[src/shared/tlivu_defs.vh]
`ifndef TLIVU_DEFS_VH
`define TLIVU_DEFS_VH

// register byte offsets on the wishbone slave
`define TLIVU_OFF_RECV_LO    8'h00
`define TLIVU_OFF_RECV_HI    8'h04
`define TLIVU_OFF_VECTOR     8'h08
`define TLIVU_OFF_SOFTIRQ    8'h0c
`define TLIVU_OFF_STATE      8'h10
`define TLIVU_OFF_TRAP       8'h14

// trap depth limits
`define TLIVU_MAX_TRAP_DEPTH  3'd6
`define TLIVU_MAX_PRIV_DEPTH  3'd2
`define TLIVU_DEPTH_RST       3'd0

// state register fields
`define TLIVU_ST_DEPTH_LSB   0
`define TLIVU_ST_HYPER_BIT   4
`define TLIVU_ST_PRIV_BIT    5
`define TLIVU_ST_USER_BIT    6
`define TLIVU_ST_BPEN_BIT    8
`define TLIVU_ST_RECOV_BIT   9
`define TLIVU_BPEN_RST       1'b0

// trap types
`define TLIVU_TT_ILLEGAL     9'h010
`define TLIVU_TT_BREAKPOINT  9'h076
`define TLIVU_TT_ACCESS_ERR  9'h032
`define TLIVU_TT_SOFT_BASE   9'h040
`define TLIVU_TT_VECTOR      9'h060
`define TLIVU_TT_MODULAR     9'h074
`define TLIVU_TT_DATA_ERR    9'h078
`define TLIVU_TT_STRAND_MON  9'h07c
`define TLIVU_TT_DEVICE_MON  9'h07d
`define TLIVU_TT_RECOV_FLT   9'h07e
`define TLIVU_TT_HTRAP_BASE  9'h180
`define TLIVU_TT_WDOG_ENTRY  9'h002

// priorities in tenths, lower is more urgent
`define TLIVU_PRI_BREAKPOINT 10'd70
`define TLIVU_PRI_ILLEGAL    10'd71
`define TLIVU_PRI_DATA_ERR   10'd130
`define TLIVU_PRI_MONDO      10'd160
`define TLIVU_PRI_MODULAR    10'd160
`define TLIVU_PRI_VECTOR     10'd263
`define TLIVU_PRI_RECOV_FLT  10'd330
`define TLIVU_PRI_ACCESS_ERR 10'd120
`define TLIVU_PRI_SOFT       10'd300

`endif

[src/hdl/tlivu_recv_reg.v]
`default_nettype none
`include "tlivu_defs.vh"

module tlivu_recv_reg #(
    parameter VEC_W = 6,
    parameter NVEC = 64
) (
    input wire clk_i, // core clock
    input wire rst_i, // sync reset
    input wire set_en_i, // incoming vector valid
    input wire [VEC_W-1:0] set_vec_i, // incoming vector id
    input wire [NVEC-1:0] clr_mask_i, // ones clear bits
    output reg [NVEC-1:0] pend_o, // pending bits
    output reg [VEC_W-1:0] top_o, // highest pending vector
    output reg any_o // any bit pending
);
    reg [VEC_W-1:0] top_d;
    wire [NVEC-1:0] pend_d;
    integer k;

    genvar g;
    generate
        for (g = 0; g < NVEC; g = g + 1)
        begin : g_bit
            localparam [VEC_W-1:0] IDX = g;
            // set wins over a clear in the same cycle; a repeated set is simply absorbed
            assign pend_d[g] = (set_en_i && set_vec_i == IDX) || (pend_o[g] && !clr_mask_i[g]); // [RULE12] [RULE13] [RULE18]
        end
    endgenerate

    // scan upward so the highest set bit is last to win
    always @*
    begin
        top_d = {VEC_W{1'b0}};
        for (k = 0; k < NVEC; k = k + 1)
            if (pend_o[k])
                top_d = k[VEC_W-1:0]; // [RULE14]
    end

    always @(posedge clk_i)
    begin
        if (rst_i)
        begin
            pend_o <= {NVEC{1'b0}};
            top_o <= {VEC_W{1'b0}};
            any_o <= 1'b0;
        end
        else
        begin
            pend_o <= pend_d;
            top_o <= top_d;
            any_o <= |pend_o;
        end
    end
endmodule // tlivu_recv_reg
`default_nettype wire

[src/hdl/tlivu_top.v]
`default_nettype none
`include "tlivu_defs.vh"

// Operation
// RULE1 - six trap levels supported per strand
// RULE2 - overflow at privileged limit goes hyperprivileged watchdog
// RULE3 - hypervisor trap forces software number bit7
// RULE4 - user hypervisor trap raises illegal instruction
// RULE5 - strand mondo, device mondo, recoverable fault traps
// RULE6 - modular, vectored, deferred error implementation traps
// RULE7 - breakpoint priority seven clears enable bit
// RULE8 - only breakpoint trap clears enable bit
// RULE9 - precise versus deferred memory error split
// RULE10 - soft interrupts use types 41 to 4f
// RULE11 - io and strand interrupts use type 60
// RULE12 - six bit vector selects receive bit
// RULE13 - sixty four pending bits one per vector
// RULE14 - vector 63 highest, vector 0 lowest
// RULE15 - bridge table picks strand and vector
// RULE16 - write clears bits with zero data
// RULE17 - vector read returns top and clears it
// RULE18 - set beats same cycle clear
// RULE19 - vector trap requested while any bit pending
module tlivu_top #(
    parameter VEC_W = 6,
    parameter NVEC = 64
) (
    input wire clk_i, // core clock 100 MHz
    input wire rst_i, // sync reset, active high
    input wire [7:0] wb_adr_i, // wishbone byte address
    input wire [31:0] wb_dat_i, // wishbone write data
    input wire [3:0] wb_sel_i, // wishbone byte lanes
    input wire wb_we_i, // wishbone write
    input wire wb_cyc_i, // wishbone cycle
    input wire wb_stb_i, // wishbone strobe
    output reg [31:0] wb_dat_o, // wishbone read data
    output reg wb_ack_o, // wishbone ack
    output reg wb_err_o, // unmapped access
    input wire irq_valid_i, // incoming io or strand interrupt
    input wire [VEC_W-1:0] irq_vec_i, // its vector from the routing table
    input wire [6:0] swtrap_num_i, // software trap number
    input wire htrap_i, // hypervisor trap instruction
    input wire bkpt_i, // instruction breakpoint
    input wire illegal_i, // undefined opcode
    input wire mem_err_precise_i, // precise catastrophic memory error
    input wire mem_err_defer_i, // disrupting catastrophic memory error
    input wire strand_mondo_i, // strand mondo
    input wire device_mondo_i, // device mondo
    input wire recov_fault_i, // recoverable fault
    input wire modular_done_i, // modular arithmetic done
    input wire trap_ret_i, // trap return, depth minus one
    output reg trap_o, // trap taken pulse
    output reg [8:0] trap_type_o, // recorded trap type
    output reg [8:0] trap_entry_o, // vector table entry
    output reg [9:0] trap_pri_o, // priority in tenths
    output reg vec_irq_o, // vectored interrupt request level
    output reg [2:0] trap_depth_o, // current trap depth
    output reg breakpoint_enable_bit_o, // breakpoint enable
    output reg recovery_state_o // recovery state flag
);
    reg [2:0] trap_depth_q;
    reg hyper_q, priv_q;
    reg bpen_q, recov_q;
    reg [15:0] soft_irq_register_q;
    reg [NVEC-1:0] clr_mask;
    wire [NVEC-1:0] pend;
    wire [VEC_W-1:0] top_vec;
    wire any_pend;
    // a held strobe is taken every other cycle; the next request needs ack or err to drop first
    wire wb_req = wb_cyc_i && wb_stb_i && !wb_ack_o && !wb_err_o;
    reg sel_ok;
    reg [31:0] rdata;
    reg [8:0] tt_d, entry_d;
    reg [9:0] pri_d;
    reg take_d, to_hyper_d;
    reg [3:0] soft_lvl;
    integer i;

    // clears are gated by the request so a strobe lingering into the ack cycle clears only once
    always @*
    begin
        sel_ok = 1'b1;
        clr_mask = {NVEC{1'b0}};
        rdata = 32'h0000_0000;
        if (wb_adr_i == `TLIVU_OFF_RECV_LO)
        begin
            rdata = pend[31:0];
            if (wb_req && wb_we_i)
                clr_mask[31:0] = ~wb_dat_i; // [RULE16]
        end
        else if (wb_adr_i == `TLIVU_OFF_RECV_HI)
        begin
            rdata = pend[63:32];
            if (wb_req && wb_we_i)
                clr_mask[63:32] = ~wb_dat_i; // [RULE16]
        end
        else if (wb_adr_i == `TLIVU_OFF_VECTOR)
        begin
            // registered top vector, so the value returned and the bit cleared agree
            rdata = {26'h000_0000, top_vec}; // [RULE17]
            if (wb_req && !wb_we_i && any_pend)
                clr_mask[top_vec] = 1'b1; // [RULE17]
        end
        else if (wb_adr_i == `TLIVU_OFF_SOFTIRQ)
            rdata = {16'h0000, soft_irq_register_q};
        else if (wb_adr_i == `TLIVU_OFF_STATE)
        begin
            rdata[`TLIVU_ST_DEPTH_LSB +: 3] = trap_depth_q;
            rdata[`TLIVU_ST_HYPER_BIT] = hyper_q;
            rdata[`TLIVU_ST_PRIV_BIT] = priv_q;
            rdata[`TLIVU_ST_USER_BIT] = !hyper_q && !priv_q;
            rdata[`TLIVU_ST_BPEN_BIT] = bpen_q;
            rdata[`TLIVU_ST_RECOV_BIT] = recov_q;
        end
        else if (wb_adr_i == `TLIVU_OFF_TRAP)
            // last trap taken: priority above, type below
            rdata = {13'h0000, trap_pri_o, trap_type_o};
        else
            sel_ok = 1'b0;
    end

    tlivu_recv_reg #(
        .VEC_W(VEC_W),
        .NVEC(NVEC)
    ) u_recv (
        .clk_i(clk_i),
        .rst_i(rst_i),
        .set_en_i(irq_valid_i), // [RULE11] [RULE15]
        .set_vec_i(irq_vec_i),
        .clr_mask_i(clr_mask),
        .pend_o(pend),
        .top_o(top_vec),
        .any_o(any_pend)
    );

    // highest pending soft level, 15 wins
    always @*
    begin
        soft_lvl = 4'h0;
        for (i = 1; i < 16; i = i + 1)
            if (soft_irq_register_q[i])
                soft_lvl = i[3:0];
    end

    // trap arbiter: most urgent source first
    always @*
    begin
        take_d = 1'b1;
        to_hyper_d = 1'b0;
        tt_d = 9'h000;
        pri_d = 10'd0;
        // breakpoint outranks everything, the undefined opcode included
        if (bkpt_i)
        begin
            tt_d = `TLIVU_TT_BREAKPOINT; // [RULE7]
            pri_d = `TLIVU_PRI_BREAKPOINT;
            to_hyper_d = 1'b1;
        end
        // user code may not reach the hypervisor through its trap instruction
        else if (illegal_i || (htrap_i && !hyper_q && !priv_q))
        begin
            tt_d = `TLIVU_TT_ILLEGAL; // [RULE4]
            pri_d = `TLIVU_PRI_ILLEGAL;
        end
        else if (htrap_i)
        begin
            tt_d = `TLIVU_TT_HTRAP_BASE | {2'b00, swtrap_num_i}; // [RULE3]
            pri_d = `TLIVU_PRI_ILLEGAL + 10'd1;
            to_hyper_d = 1'b1;
        end
        else if (mem_err_precise_i)
        begin
            tt_d = `TLIVU_TT_ACCESS_ERR; // [RULE9]
            pri_d = `TLIVU_PRI_ACCESS_ERR;
        end
        else if (mem_err_defer_i)
        begin
            tt_d = `TLIVU_TT_DATA_ERR; // [RULE9] [RULE6]
            pri_d = `TLIVU_PRI_DATA_ERR;
        end
        else if (strand_mondo_i)
        begin
            tt_d = `TLIVU_TT_STRAND_MON; // [RULE5]
            pri_d = `TLIVU_PRI_MONDO;
            to_hyper_d = 1'b1;
        end
        else if (device_mondo_i)
        begin
            tt_d = `TLIVU_TT_DEVICE_MON; // [RULE5]
            pri_d = `TLIVU_PRI_MONDO;
            to_hyper_d = 1'b1;
        end
        else if (modular_done_i)
        begin
            tt_d = `TLIVU_TT_MODULAR; // [RULE6]
            pri_d = `TLIVU_PRI_MODULAR;
        end
        else if (any_pend)
        begin
            tt_d = `TLIVU_TT_VECTOR; // [RULE6] [RULE11]
            pri_d = `TLIVU_PRI_VECTOR;
        end
        else if (soft_lvl != 4'h0)
        begin
            tt_d = `TLIVU_TT_SOFT_BASE | {5'h00, soft_lvl}; // [RULE10]
            pri_d = `TLIVU_PRI_SOFT;
        end
        else if (recov_fault_i)
        begin
            tt_d = `TLIVU_TT_RECOV_FLT; // [RULE5]
            pri_d = `TLIVU_PRI_RECOV_FLT;
            to_hyper_d = 1'b1;
        end
        else
            take_d = 1'b0;
        // a trap cannot nest past the limit
        if (trap_depth_q == `TLIVU_MAX_TRAP_DEPTH) // [RULE1]
            take_d = 1'b0;
        // overflow keeps the cause's type but enters through the watchdog entry
        entry_d = tt_d;
        if (!to_hyper_d && priv_q && trap_depth_q == `TLIVU_MAX_PRIV_DEPTH)
        begin
            to_hyper_d = 1'b1;
            entry_d = `TLIVU_TT_WDOG_ENTRY; // [RULE2]
        end
    end

    always @(posedge clk_i)
    begin
        if (rst_i)
        begin
            trap_depth_q <= `TLIVU_DEPTH_RST;
            hyper_q <= 1'b1;
            priv_q <= 1'b0;
            bpen_q <= `TLIVU_BPEN_RST;
            recov_q <= 1'b0;
            soft_irq_register_q <= 16'h0000;
            trap_o <= 1'b0;
            trap_type_o <= 9'h000;
            trap_entry_o <= 9'h000;
            trap_pri_o <= 10'd0;
        end
        else
        begin
            trap_o <= take_d;
            if (take_d)
            begin
                trap_depth_q <= trap_depth_q + 3'd1; // [RULE2]
                trap_type_o <= tt_d; // [RULE2]
                trap_entry_o <= entry_d;
                trap_pri_o <= pri_d;
                hyper_q <= to_hyper_d || hyper_q;
                priv_q <= !(to_hyper_d || hyper_q);
                // no trap enters recovery, not even the watchdog overflow
                recov_q <= 1'b0; // [RULE2]
                if (bkpt_i)
                    bpen_q <= 1'b0; // [RULE7] [RULE8]
            end
            // a return in a trap cycle is dropped; the trap's increment wins
            else if (trap_ret_i && trap_depth_q != 3'd0)
                trap_depth_q <= trap_depth_q - 3'd1;
            // half-word writes only, so a byte write cannot leave a torn level mask
            if (wb_req && wb_we_i && wb_adr_i == `TLIVU_OFF_SOFTIRQ && wb_sel_i[0] && wb_sel_i[1])
                soft_irq_register_q <= wb_dat_i[15:0]; // [RULE10]
            // a software state write loses to a trap taken in the same cycle
            if (wb_req && wb_we_i && wb_adr_i == `TLIVU_OFF_STATE && wb_sel_i[1] && !take_d)
            begin
                bpen_q <= wb_dat_i[`TLIVU_ST_BPEN_BIT];
                recov_q <= wb_dat_i[`TLIVU_ST_RECOV_BIT];
            end
            if (wb_req && wb_we_i && wb_adr_i == `TLIVU_OFF_STATE && wb_sel_i[0] && !take_d)
            begin
                hyper_q <= wb_dat_i[`TLIVU_ST_HYPER_BIT];
                priv_q <= wb_dat_i[`TLIVU_ST_PRIV_BIT];
            end
        end
    end

    // state copies lag by one cycle so every pin comes from a flop
    always @(posedge clk_i)
    begin
        if (rst_i)
        begin
            wb_ack_o <= 1'b0;
            wb_err_o <= 1'b0;
            wb_dat_o <= 32'h0000_0000;
            vec_irq_o <= 1'b0;
            trap_depth_o <= `TLIVU_DEPTH_RST;
            breakpoint_enable_bit_o <= `TLIVU_BPEN_RST;
            recovery_state_o <= 1'b0;
        end
        else
        begin
            wb_ack_o <= wb_req && sel_ok;
            wb_err_o <= wb_req && !sel_ok;
            wb_dat_o <= (wb_req && !wb_we_i) ? rdata : 32'h0000_0000;
            // taken from the raw pending bits so the request follows irq_valid_i by two cycles
            vec_irq_o <= |pend; // [RULE19]
            trap_depth_o <= trap_depth_q;
            breakpoint_enable_bit_o <= bpen_q;
            recovery_state_o <= recov_q;
        end
    end
endmodule // tlivu_top
`default_nettype wire

[config.mk]
export PLATFORM = sky130hd
export DESIGN_NAME = tlivu_top
export DESIGN_NICKNAME = d
export VERILOG_FILES = /design/src/hdl/tlivu_recv_reg.v /design/src/hdl/tlivu_top.v
export VERILOG_INCLUDE_DIRS = /design/src /design/src/shared
export SDC_FILE = /design/constraint.sdc
export NUM_CORES = 1
export LEC_CHECK = 0
export ABC_AREA = 1
export BUFFER_PORTS_ARGS = -buffer_cell sky130_fd_sc_hd__clkbuf_2
export CAP_MARGIN = 20
export CORE_ASPECT_RATIO = 1.25
export CORE_MARGIN = 2
export CORE_UTILIZATION = 50
export CTS_BUF_LIST = sky130_fd_sc_hd__clkbuf_16
export DETAILED_ROUTE_END_ITERATION = 6
export PLACE_DENSITY = 0.82
export RECOVER_POWER = 50
export SETUP_SLACK_MARGIN = 0.2
export SYNTH_ARGS = -nofsm -noshare
export SYNTH_HDL_FRONTEND = slang
export SYNTH_SLANG_ARGS = --single-unit
[constraint.sdc]
create_clock -name clk_i -period 7.1 [get_ports clk_i]
set_clock_uncertainty 0.1 [all_clocks]
set_input_delay 0.71 -clock clk_i [delete_from_list [all_inputs] [get_ports clk_i]]
set_output_delay 0.71 -clock clk_i [all_outputs]
set_load 0.03 [all_outputs]
# After elaboration in Yosys (flattened, before gate mapping)
# Index checks and enable logic that the tools add are counted.
classes:
  addsub: 2
  n_lt_le_gt_ge: 2
  eq_ne: 70
  muxes: 161
  bitwise_logic: 2
  n_reduce_logical: 301
ops:
  columns: ["operator", "count"]
  rows:
  - ["2-to-1 mux 32 bit", 9]
  - ["equality test 6 bit (second input constant)", 32]
  - ["2-to-1 mux 6 bit", 32]
  - ["logical AND 1 bit", 151]
  - ["2-to-1 mux 9 bit", 16]
  - ["2-to-1 mux 64 bit", 2]
  - ["equality test 6 x 5 -> 1 bit (second input constant)", 16]
  - ["2-to-1 mux 4 bit", 22]
  - ["2-to-1 mux 5 bit", 16]
  - ["logical NOT 1 bit", 73]
  - ["logical OR 1 bit", 66]
  - ["OR reduction 64 bit", 1]
  - ["2-to-1 mux 7 bit", 8]
  - ["equality test 6 x 4 -> 1 bit (second input constant)", 8]
  - ["2-to-1 mux 1 bit", 43]
  - ["NOT 32 bit", 1]
  - ["equality test 6 x 3 -> 1 bit (second input constant)", 4]
  - ["2-to-1 mux 3 bit", 8]
  - ["2-to-1 mux 19 bit", 1]
  - ["equality test 8 x 4 -> 1 bit (second input constant)", 2]
  - ["equality test 8 x 5 -> 1 bit (second input constant)", 2]
  - ["equality test 6 x 2 -> 1 bit (second input constant)", 2]
  - ["equality test 8 x 3 -> 1 bit (second input constant)", 1]
  - ["logical NOT 8 bit", 1]
  - ["other kinds (16)", 21]
totals:
  ff_bits: 162
  input_bits: 73
  output_inout_bits: 69
  wordCells: 557

# Logic depth before layout (Yosys ltp)
logic_depth:
  ltp_word: 63
  mapped_depth: 63
  depth_no_buf: 63

# Hierarchy
# Synthesis repeated with hierarchy kept, for this count alone.
hier_totals:
  hier_cells: 1338
  area_unflattened_um2: 8954.8
modules_own_cells:
  columns: ["module", "instances", "cells_each", "area_per_inst_um2", "seq_area_each_um2"]
  rows:
  - ["tlivu_top", 1, 799, 5278.8, 1781.7]
  - ["tlivu_recv_reg", 1, 539, 3676.0, 1421.4]

# Worst setup path before layout
# OpenSTA, ideal clock, no wires.
synth_timing:
  path_type: "register -> register"
  startpoint: "reg soft_irq_register_q[3]"
  endpoint: "reg trap_depth_q[2]"
  setup_time_ns: 0.121
  arrival_ns: 3.091
  required_ns: 6.879
  path_slack_ns: 3.788
  path_stages_with_launch: 25
  path_buffers: 2
  synth_period_minus_slack_ns: 3.312
  path_cell_list: "dfxtp_1 > inv_1 > o21ai_1 > a21oi_1 > o21ai_1 > a21oi_1 > o21ai_1 > nand2_1 > nand2_1 > nand2_1 > nand2_1 > nor3_1 > inv_2 > nor2_1 > nand2_1 > nor2_1 > nand2_1 > nand2_1 > clkbuf_1 > clkbuf_1 > fa_1 > nor3_1 > a21o_1 > o21ai_1 > a21oi_1"
synth_via:
  elab_chain_cells: 26
  word_cells_on_any_way: 27
  cone_classes: "25 x mux; 2 x reduce/logical"
synth_lines:
  columns: ["item", "line_no", "rtl"]
  rows:
  - ["from (decl)", "tlivu_top.v:64", "reg [15:0] soft_irq_register_q;"]
  - ["from (signal assigned)", "tlivu_top.v:264", "soft_irq_register_q <= wb_dat_i[15:0];"]
  - ["2-to-1 mux 4 bit (*) (13 in a row)", "tlivu_top.v:141", "if (soft_irq_register_q[i])"]
  - ["nonzero test 4 bit (*)", "tlivu_top.v:203", "else if (soft_lvl != 4'h0)"]
  - ["2-to-1 mux 1 bit (*)", "tlivu_top.v:203", null]
  - ["2-to-1 mux 1 bit (*)", "tlivu_top.v:198", "else if (any_pend)"]
  - ["2-to-1 mux 1 bit (*)", "tlivu_top.v:193", "else if (modular_done_i)"]
  - ["2-to-1 mux 1 bit (*)", "tlivu_top.v:187", "else if (device_mondo_i)"]
  - ["2-to-1 mux 1 bit (*)", "tlivu_top.v:181", "else if (strand_mondo_i)"]
  - ["2-to-1 mux 1 bit (*)", "tlivu_top.v:176", "else if (mem_err_defer_i)"]
  - ["2-to-1 mux 1 bit (*)", "tlivu_top.v:171", "else if (mem_err_precise_i)"]
  - ["2-to-1 mux 1 bit (*)", "tlivu_top.v:165", "else if (htrap_i)"]
  - ["2-to-1 mux 1 bit (*)", "tlivu_top.v:160", "else if (illegal_i || (htrap_i && !hyper_q && !priv_q))"]
  - ["2-to-1 mux 1 bit (*)", "tlivu_top.v:153", "if (bkpt_i)"]
  - ["2-to-1 mux 1 bit (*)", "tlivu_top.v:217", "if (trap_depth_q == `TLIVU_MAX_TRAP_DEPTH)"]
  - ["2-to-1 mux 3 bit or nonzero test 2 bit (tied branches)", null, null]
  - ["to (signal assigned)", "tlivu_top.v:232", "trap_depth_q <= `TLIVU_DEPTH_RST;"]
  - ["to (signal assigned)", "tlivu_top.v:248", "trap_depth_q <= trap_depth_q + 3'd1;"]
  - ["to (signal assigned)", "tlivu_top.v:261", "trap_depth_q <= trap_depth_q - 3'd1;"]
  - ["to (decl)", "tlivu_top.v:61", "reg [2:0] trap_depth_q;"]
# Mark *: on every way between the ends. The rest lies on a longest branch, timed or not.
# A chain may end at the register's enable or synchronous reset.

# Final worst setup path
layout_timing:
  startpoint: "in wb_adr_i[1]"
  endpoint: "reg wb_dat_o[2]"
layout_via:
  elab_chain_cells: 7
  word_cells_on_any_way: 12
  cone_classes: "5 x eq/ne; 6 x mux; 1 x reduce/logical"
layout_lines:
  columns: ["item", "line_no", "rtl"]
  rows:
  - ["from (decl)", "tlivu_top.v:30", "input wire [7:0] wb_adr_i,"]
  - ["equality test 8 x 5 -> 1 bit (no line)", null, null]
  - ["2-to-1 mux 19 bit", "tlivu_top.v:115", "else if (wb_adr_i == `TLIVU_OFF_TRAP)"]
  - ["2-to-1 mux 3 bit", "tlivu_top.v:106", "else if (wb_adr_i == `TLIVU_OFF_STATE)"]
  - ["2-to-1 mux 32 bit", "tlivu_top.v:104", "else if (wb_adr_i == `TLIVU_OFF_SOFTIRQ)"]
  - ["2-to-1 mux 32 bit", "tlivu_top.v:97", "else if (wb_adr_i == `TLIVU_OFF_VECTOR)"]
  - ["2-to-1 mux 32 bit", "tlivu_top.v:91", "else if (wb_adr_i == `TLIVU_OFF_RECV_HI)"]
  - ["2-to-1 mux 32 bit (*)", "tlivu_top.v:85", "if (wb_adr_i == `TLIVU_OFF_RECV_LO)"]
  - ["to (signal assigned)", "tlivu_top.v:296", "wb_dat_o <= (wb_req && !wb_we_i) ? rdata : 32'h0000_0000;"]
  - ["to (decl)", "tlivu_top.v:36", "output reg [31:0] wb_dat_o,"]
# Marks and branches as above.

==> flow_metrics.env <==
export IMPL_status="finished, violations left"
export IMPL_violations="capacitance limit, slew limit"
export IMPL_insertion_delay_ps=440
export IMPL_crit_path_start_kind="input pin"
export IMPL_io_pins=142
export IMPL_worst_pin_slew_ps=3390
export IMPL_core_mm2=0.0163
export IMPL_dr_pass1_iters=6
export IMPL_cts_sinks=159
export IMPL_stdcell_area_mm2=0.00963
export IMPL_clockRootBuffer="clkbuf_16"
export IMPL_synth_top_family_by_area="simple AND/OR/NAND/NOR gates"
export IMPL_start_util_pct=51.4
export IMPL_yosys_area_share_simple_pct=29.4
export IMPL_ir_worst_vdd_v=0.000165
export IMPL_via_per_inst=5.87
export IMPL_seq_power_share_pct=46.5
export IMPL_slew_limit_headroom_pct=-126
export IMPL_synth_xor_area_share_pct=0
export IMPL_syn_nets=1348
export IMPL_place_area_mm2=0.00921
export IMPL_cp_cell_sequence="clkbuf_2 > nor2_1 > inv_1 > nor3_1 > inv_2 > nor2_1 > clkbuf_1 > a221oi_1 > a221oi_1"
export IMPL_drc=0
export IMPL_ys_flop_type="dfxtp_1"
export IMPL_cts_buffer_depth=2
export IMPL_post_cts_setup_buffers=0
export IMPL_setup_tns_ps=0
export IMPL_crit_arrival_ps=5140
export IMPL_ys_warn_count=0
export IMPL_antenna_found_initial=0
export IMPL_final_util_pct=59.2
export IMPL_hold_viol=0
export IMPL_ys_types=41
export IMPL_switching_share_pct=29.1
export IMPL_hold_path_class="reg2reg"
export IMPL_p_sw_mw=0.581
export IMPL_muxShareOfSynthArea_pct=0
export IMPL_setup_violations=0
export IMPL_dpl_worst_slack_ps=2900
export IMPL_cpMaxStageDelayCell="clkbuf_1"
export IMPL_path_clk_slew_ps=60
export IMPL_setup_ws_ps=2170
export IMPL_cp_max_fo=57
export IMPL_synth_edf_count=0
export IMPL_fillCellCount=1612
export IMPL_dp_hpwl_um=23200
export IMPL_yosysTopAreaCell="dfxtp_1"
export IMPL_synth_compound_area_share_pct=21.3
export IMPL_grt_pass1_wl_um=47300
export IMPL_vias=9485
export IMPL_die_y_um=149
export IMPL_dp_cells=1584
export IMPL_grt_pass1_vias=8795
export IMPL_synthTopCellsByCount="nand2_1 (319), dfxtp_1 (159), a21oi_1 (149)"
export IMPL_std_cell_rows=52
export IMPL_netlist_area_leader_share_pct=38.1
export IMPL_synth_async_reset_ratio_pct=0
export IMPL_grt_max_degree=72
export IMPL_p_comb_share_pct=11.4
export IMPL_multiInputGateArea_mm2=0.00427
export IMPL_cts_made_buffers=17
export IMPL_seq_area_mm2=0.00318
export IMPL_cts_resized=0
export IMPL_cap_violations=2
export IMPL_rsz0062_at_grt="false"
export IMPL_cp_data_required_time_ps=7320
export IMPL_p_clk_share_pct=42.1
export IMPL_drv_slew=130
export IMPL_postSynthCellCount=1274
export IMPL_post_route_min_period_ps=4930
export IMPL_cts_hold_buffers_added=0
export IMPL_area_delta_synth_final_pct=15.2
export IMPL_layout_drive_gt1_share_pct=9.71
export IMPL_power_internal_mw=1.42
export IMPL_io_buffer_count=138
export IMPL_track_usage_pct=34.6
export IMPL_synth_area_leaders="dfxtp_1 (38%), nand2_1 (14%), a21oi_1 (8.9%)"
export IMPL_cts_tree="done"
export IMPL_powerDensity_mw_per_mm2=207
export IMPL_die_w_um=120
export IMPL_critPathKind="in2reg"
export IMPL_min_period_over_period_pct=69.4
export IMPL_grt_ovfl_total=0
export IMPL_ys_seq_area_share_pct=38.1
export IMPL_critPathCaptureType="flip-flop"
export IMPL_synth_most_common_cell="nand2_1"
export IMPL_antenna_cells=0
export IMPL_drtIter0Drc=1093
export IMPL_cpPeakStageDelay_ps=1910
export IMPL_synth_seq_cells=159
export IMPL_final_nets=1461
export IMPL_fin_cells=1616
export IMPL_h_tree_depth=4
export IMPL_synth_area_mm2=0.00836
export IMPL_wl_per_cell_um=19.1
export IMPL_die_area_mm2=0.0178
export IMPL_power_leakage_nw=3.78
export IMPL_fmax_mhz=203
export IMPL_syn_area_per_cell_um2=6.57
export IMPL_yosys_area_share_adder_pct=0.239
export IMPL_ant_nets=0
export IMPL_gp_congestion=1.04
export IMPL_routed_wl_um=30900
-- sequential cells by signal, summed over array words and instances (netlist names) --
name and count:
soft_irq_register_q 16, u_recv.top_o 6, trap_o 1, wb_err_o 1
recov_q 1, priv_q 1, trap_pri_o 9, u_recv.pend_o 64
trap_depth_q 3, hyper_q 1, trap_depth_o 3, recovery_state_o 1
trap_type_o 8, breakpoint_enable_bit_o 1, u_recv.any_o 1, wb_ack_o 1
bpen_q 1, wb_dat_o 32, trap_entry_o 8
-- cell type report --
type,count,area share (%)
well taps,216,2.81
inverters,150,7.14
repair buffers,151,7.22
multi-input cells,908,44.4
flip-flops and latches,159,33.0
clock inverters,15,1.01
clock buffers,17,4.42
-- power by group through the flow --
stage | Combinational (mW) | Clock [mW] | Sequential [mW]
3_3_place_gp | 0.221 | 0 | 0.948
2_1_floorplan | 0.122 | 0 | 0.963
5_1_grt | 0.247 | 0.874 | 0.931
4_1_cts | 0.224 | 0.836 | 0.929
3_5_place_dp | 0.223 | 0 | 0.949
6_report | 0.227 | 0.841 | 0.929
-- per-layer routing --
layer	vias to the layer above	track usage (%)	routed length, µm
met5	-	0	0
met4	0	23.8	2310
met3	135	6.75	2650
met2	589	58.0	14300
met1	4272	39.8	11600
li1	4489	-	-
-- metrics by stage --
| step | power [mW] | hold WS [ps] |
|---|---|---|
| floorplan | 1.08 | 321 |
| global placement | 1.17 | 352 |
| detailed placement | 1.17 | 357 |
| CTS | 1.99 | 366 |
| global route | 2.05 | 391 |
| finish | 2.00 | 367 |
-- logic make-up after synthesis --
| kind of cell | Yosys count |
|---|---|
| flip-flops | 159 |
| buffers and inverters | 207 |
| other | 1 |
| adder cells (fa/ha/maj) | 1 |
| AO/OA/AOI/OAI | 309 |
| AND/OR/NAND/NOR | 597 |
-- worst paths after layout --
kind                     from                      end  slack [ps]  cells past startpoint
min reg2reg            bpen_q  breakpoint_enable_bit_o         370                      2
min                    bpen_q  breakpoint_enable_bit_o         370                      2
max reg2reg  u_recv.pend_o[3]          u_recv.top_o[0]        2730                     62
max               wb_adr_i[1]              wb_dat_o[2]        2170                      9
-- worst max-delay path, delay by kind of cell --
kind | cells | cell delay (ps)
buffers and inverters | 4 | 2270
AOI/OAI and AO/OA | 2 | 670
and+or+nand+nor | 3 | 1430
-- cell usage in the layout, fill, tap and decap left out, types with 3 or more instances in the layout --
cell       instances
clkinv_4           3
clkinv_1           7
nor3_1            19
inv_1            122
o21ai_1           63
dfxtp_1          159
a211oi_1           3
bufinv_8           9
a221oi_1          17
o221ai_1           3
o22ai_1            3
o21ai_0           13
nor4_1             4
nand3_1           72
a21oi_1          149
o211ai_1          23
o311ai_1          10
clkbuf_2          69
clkbuf_1          71
a31oi_1           13
nand2_1          319
buf_4              9
nand4_1           34
inv_2             17
nor2_1           145
clkbuf_16         17
Power figures use the tool's default switching activity.
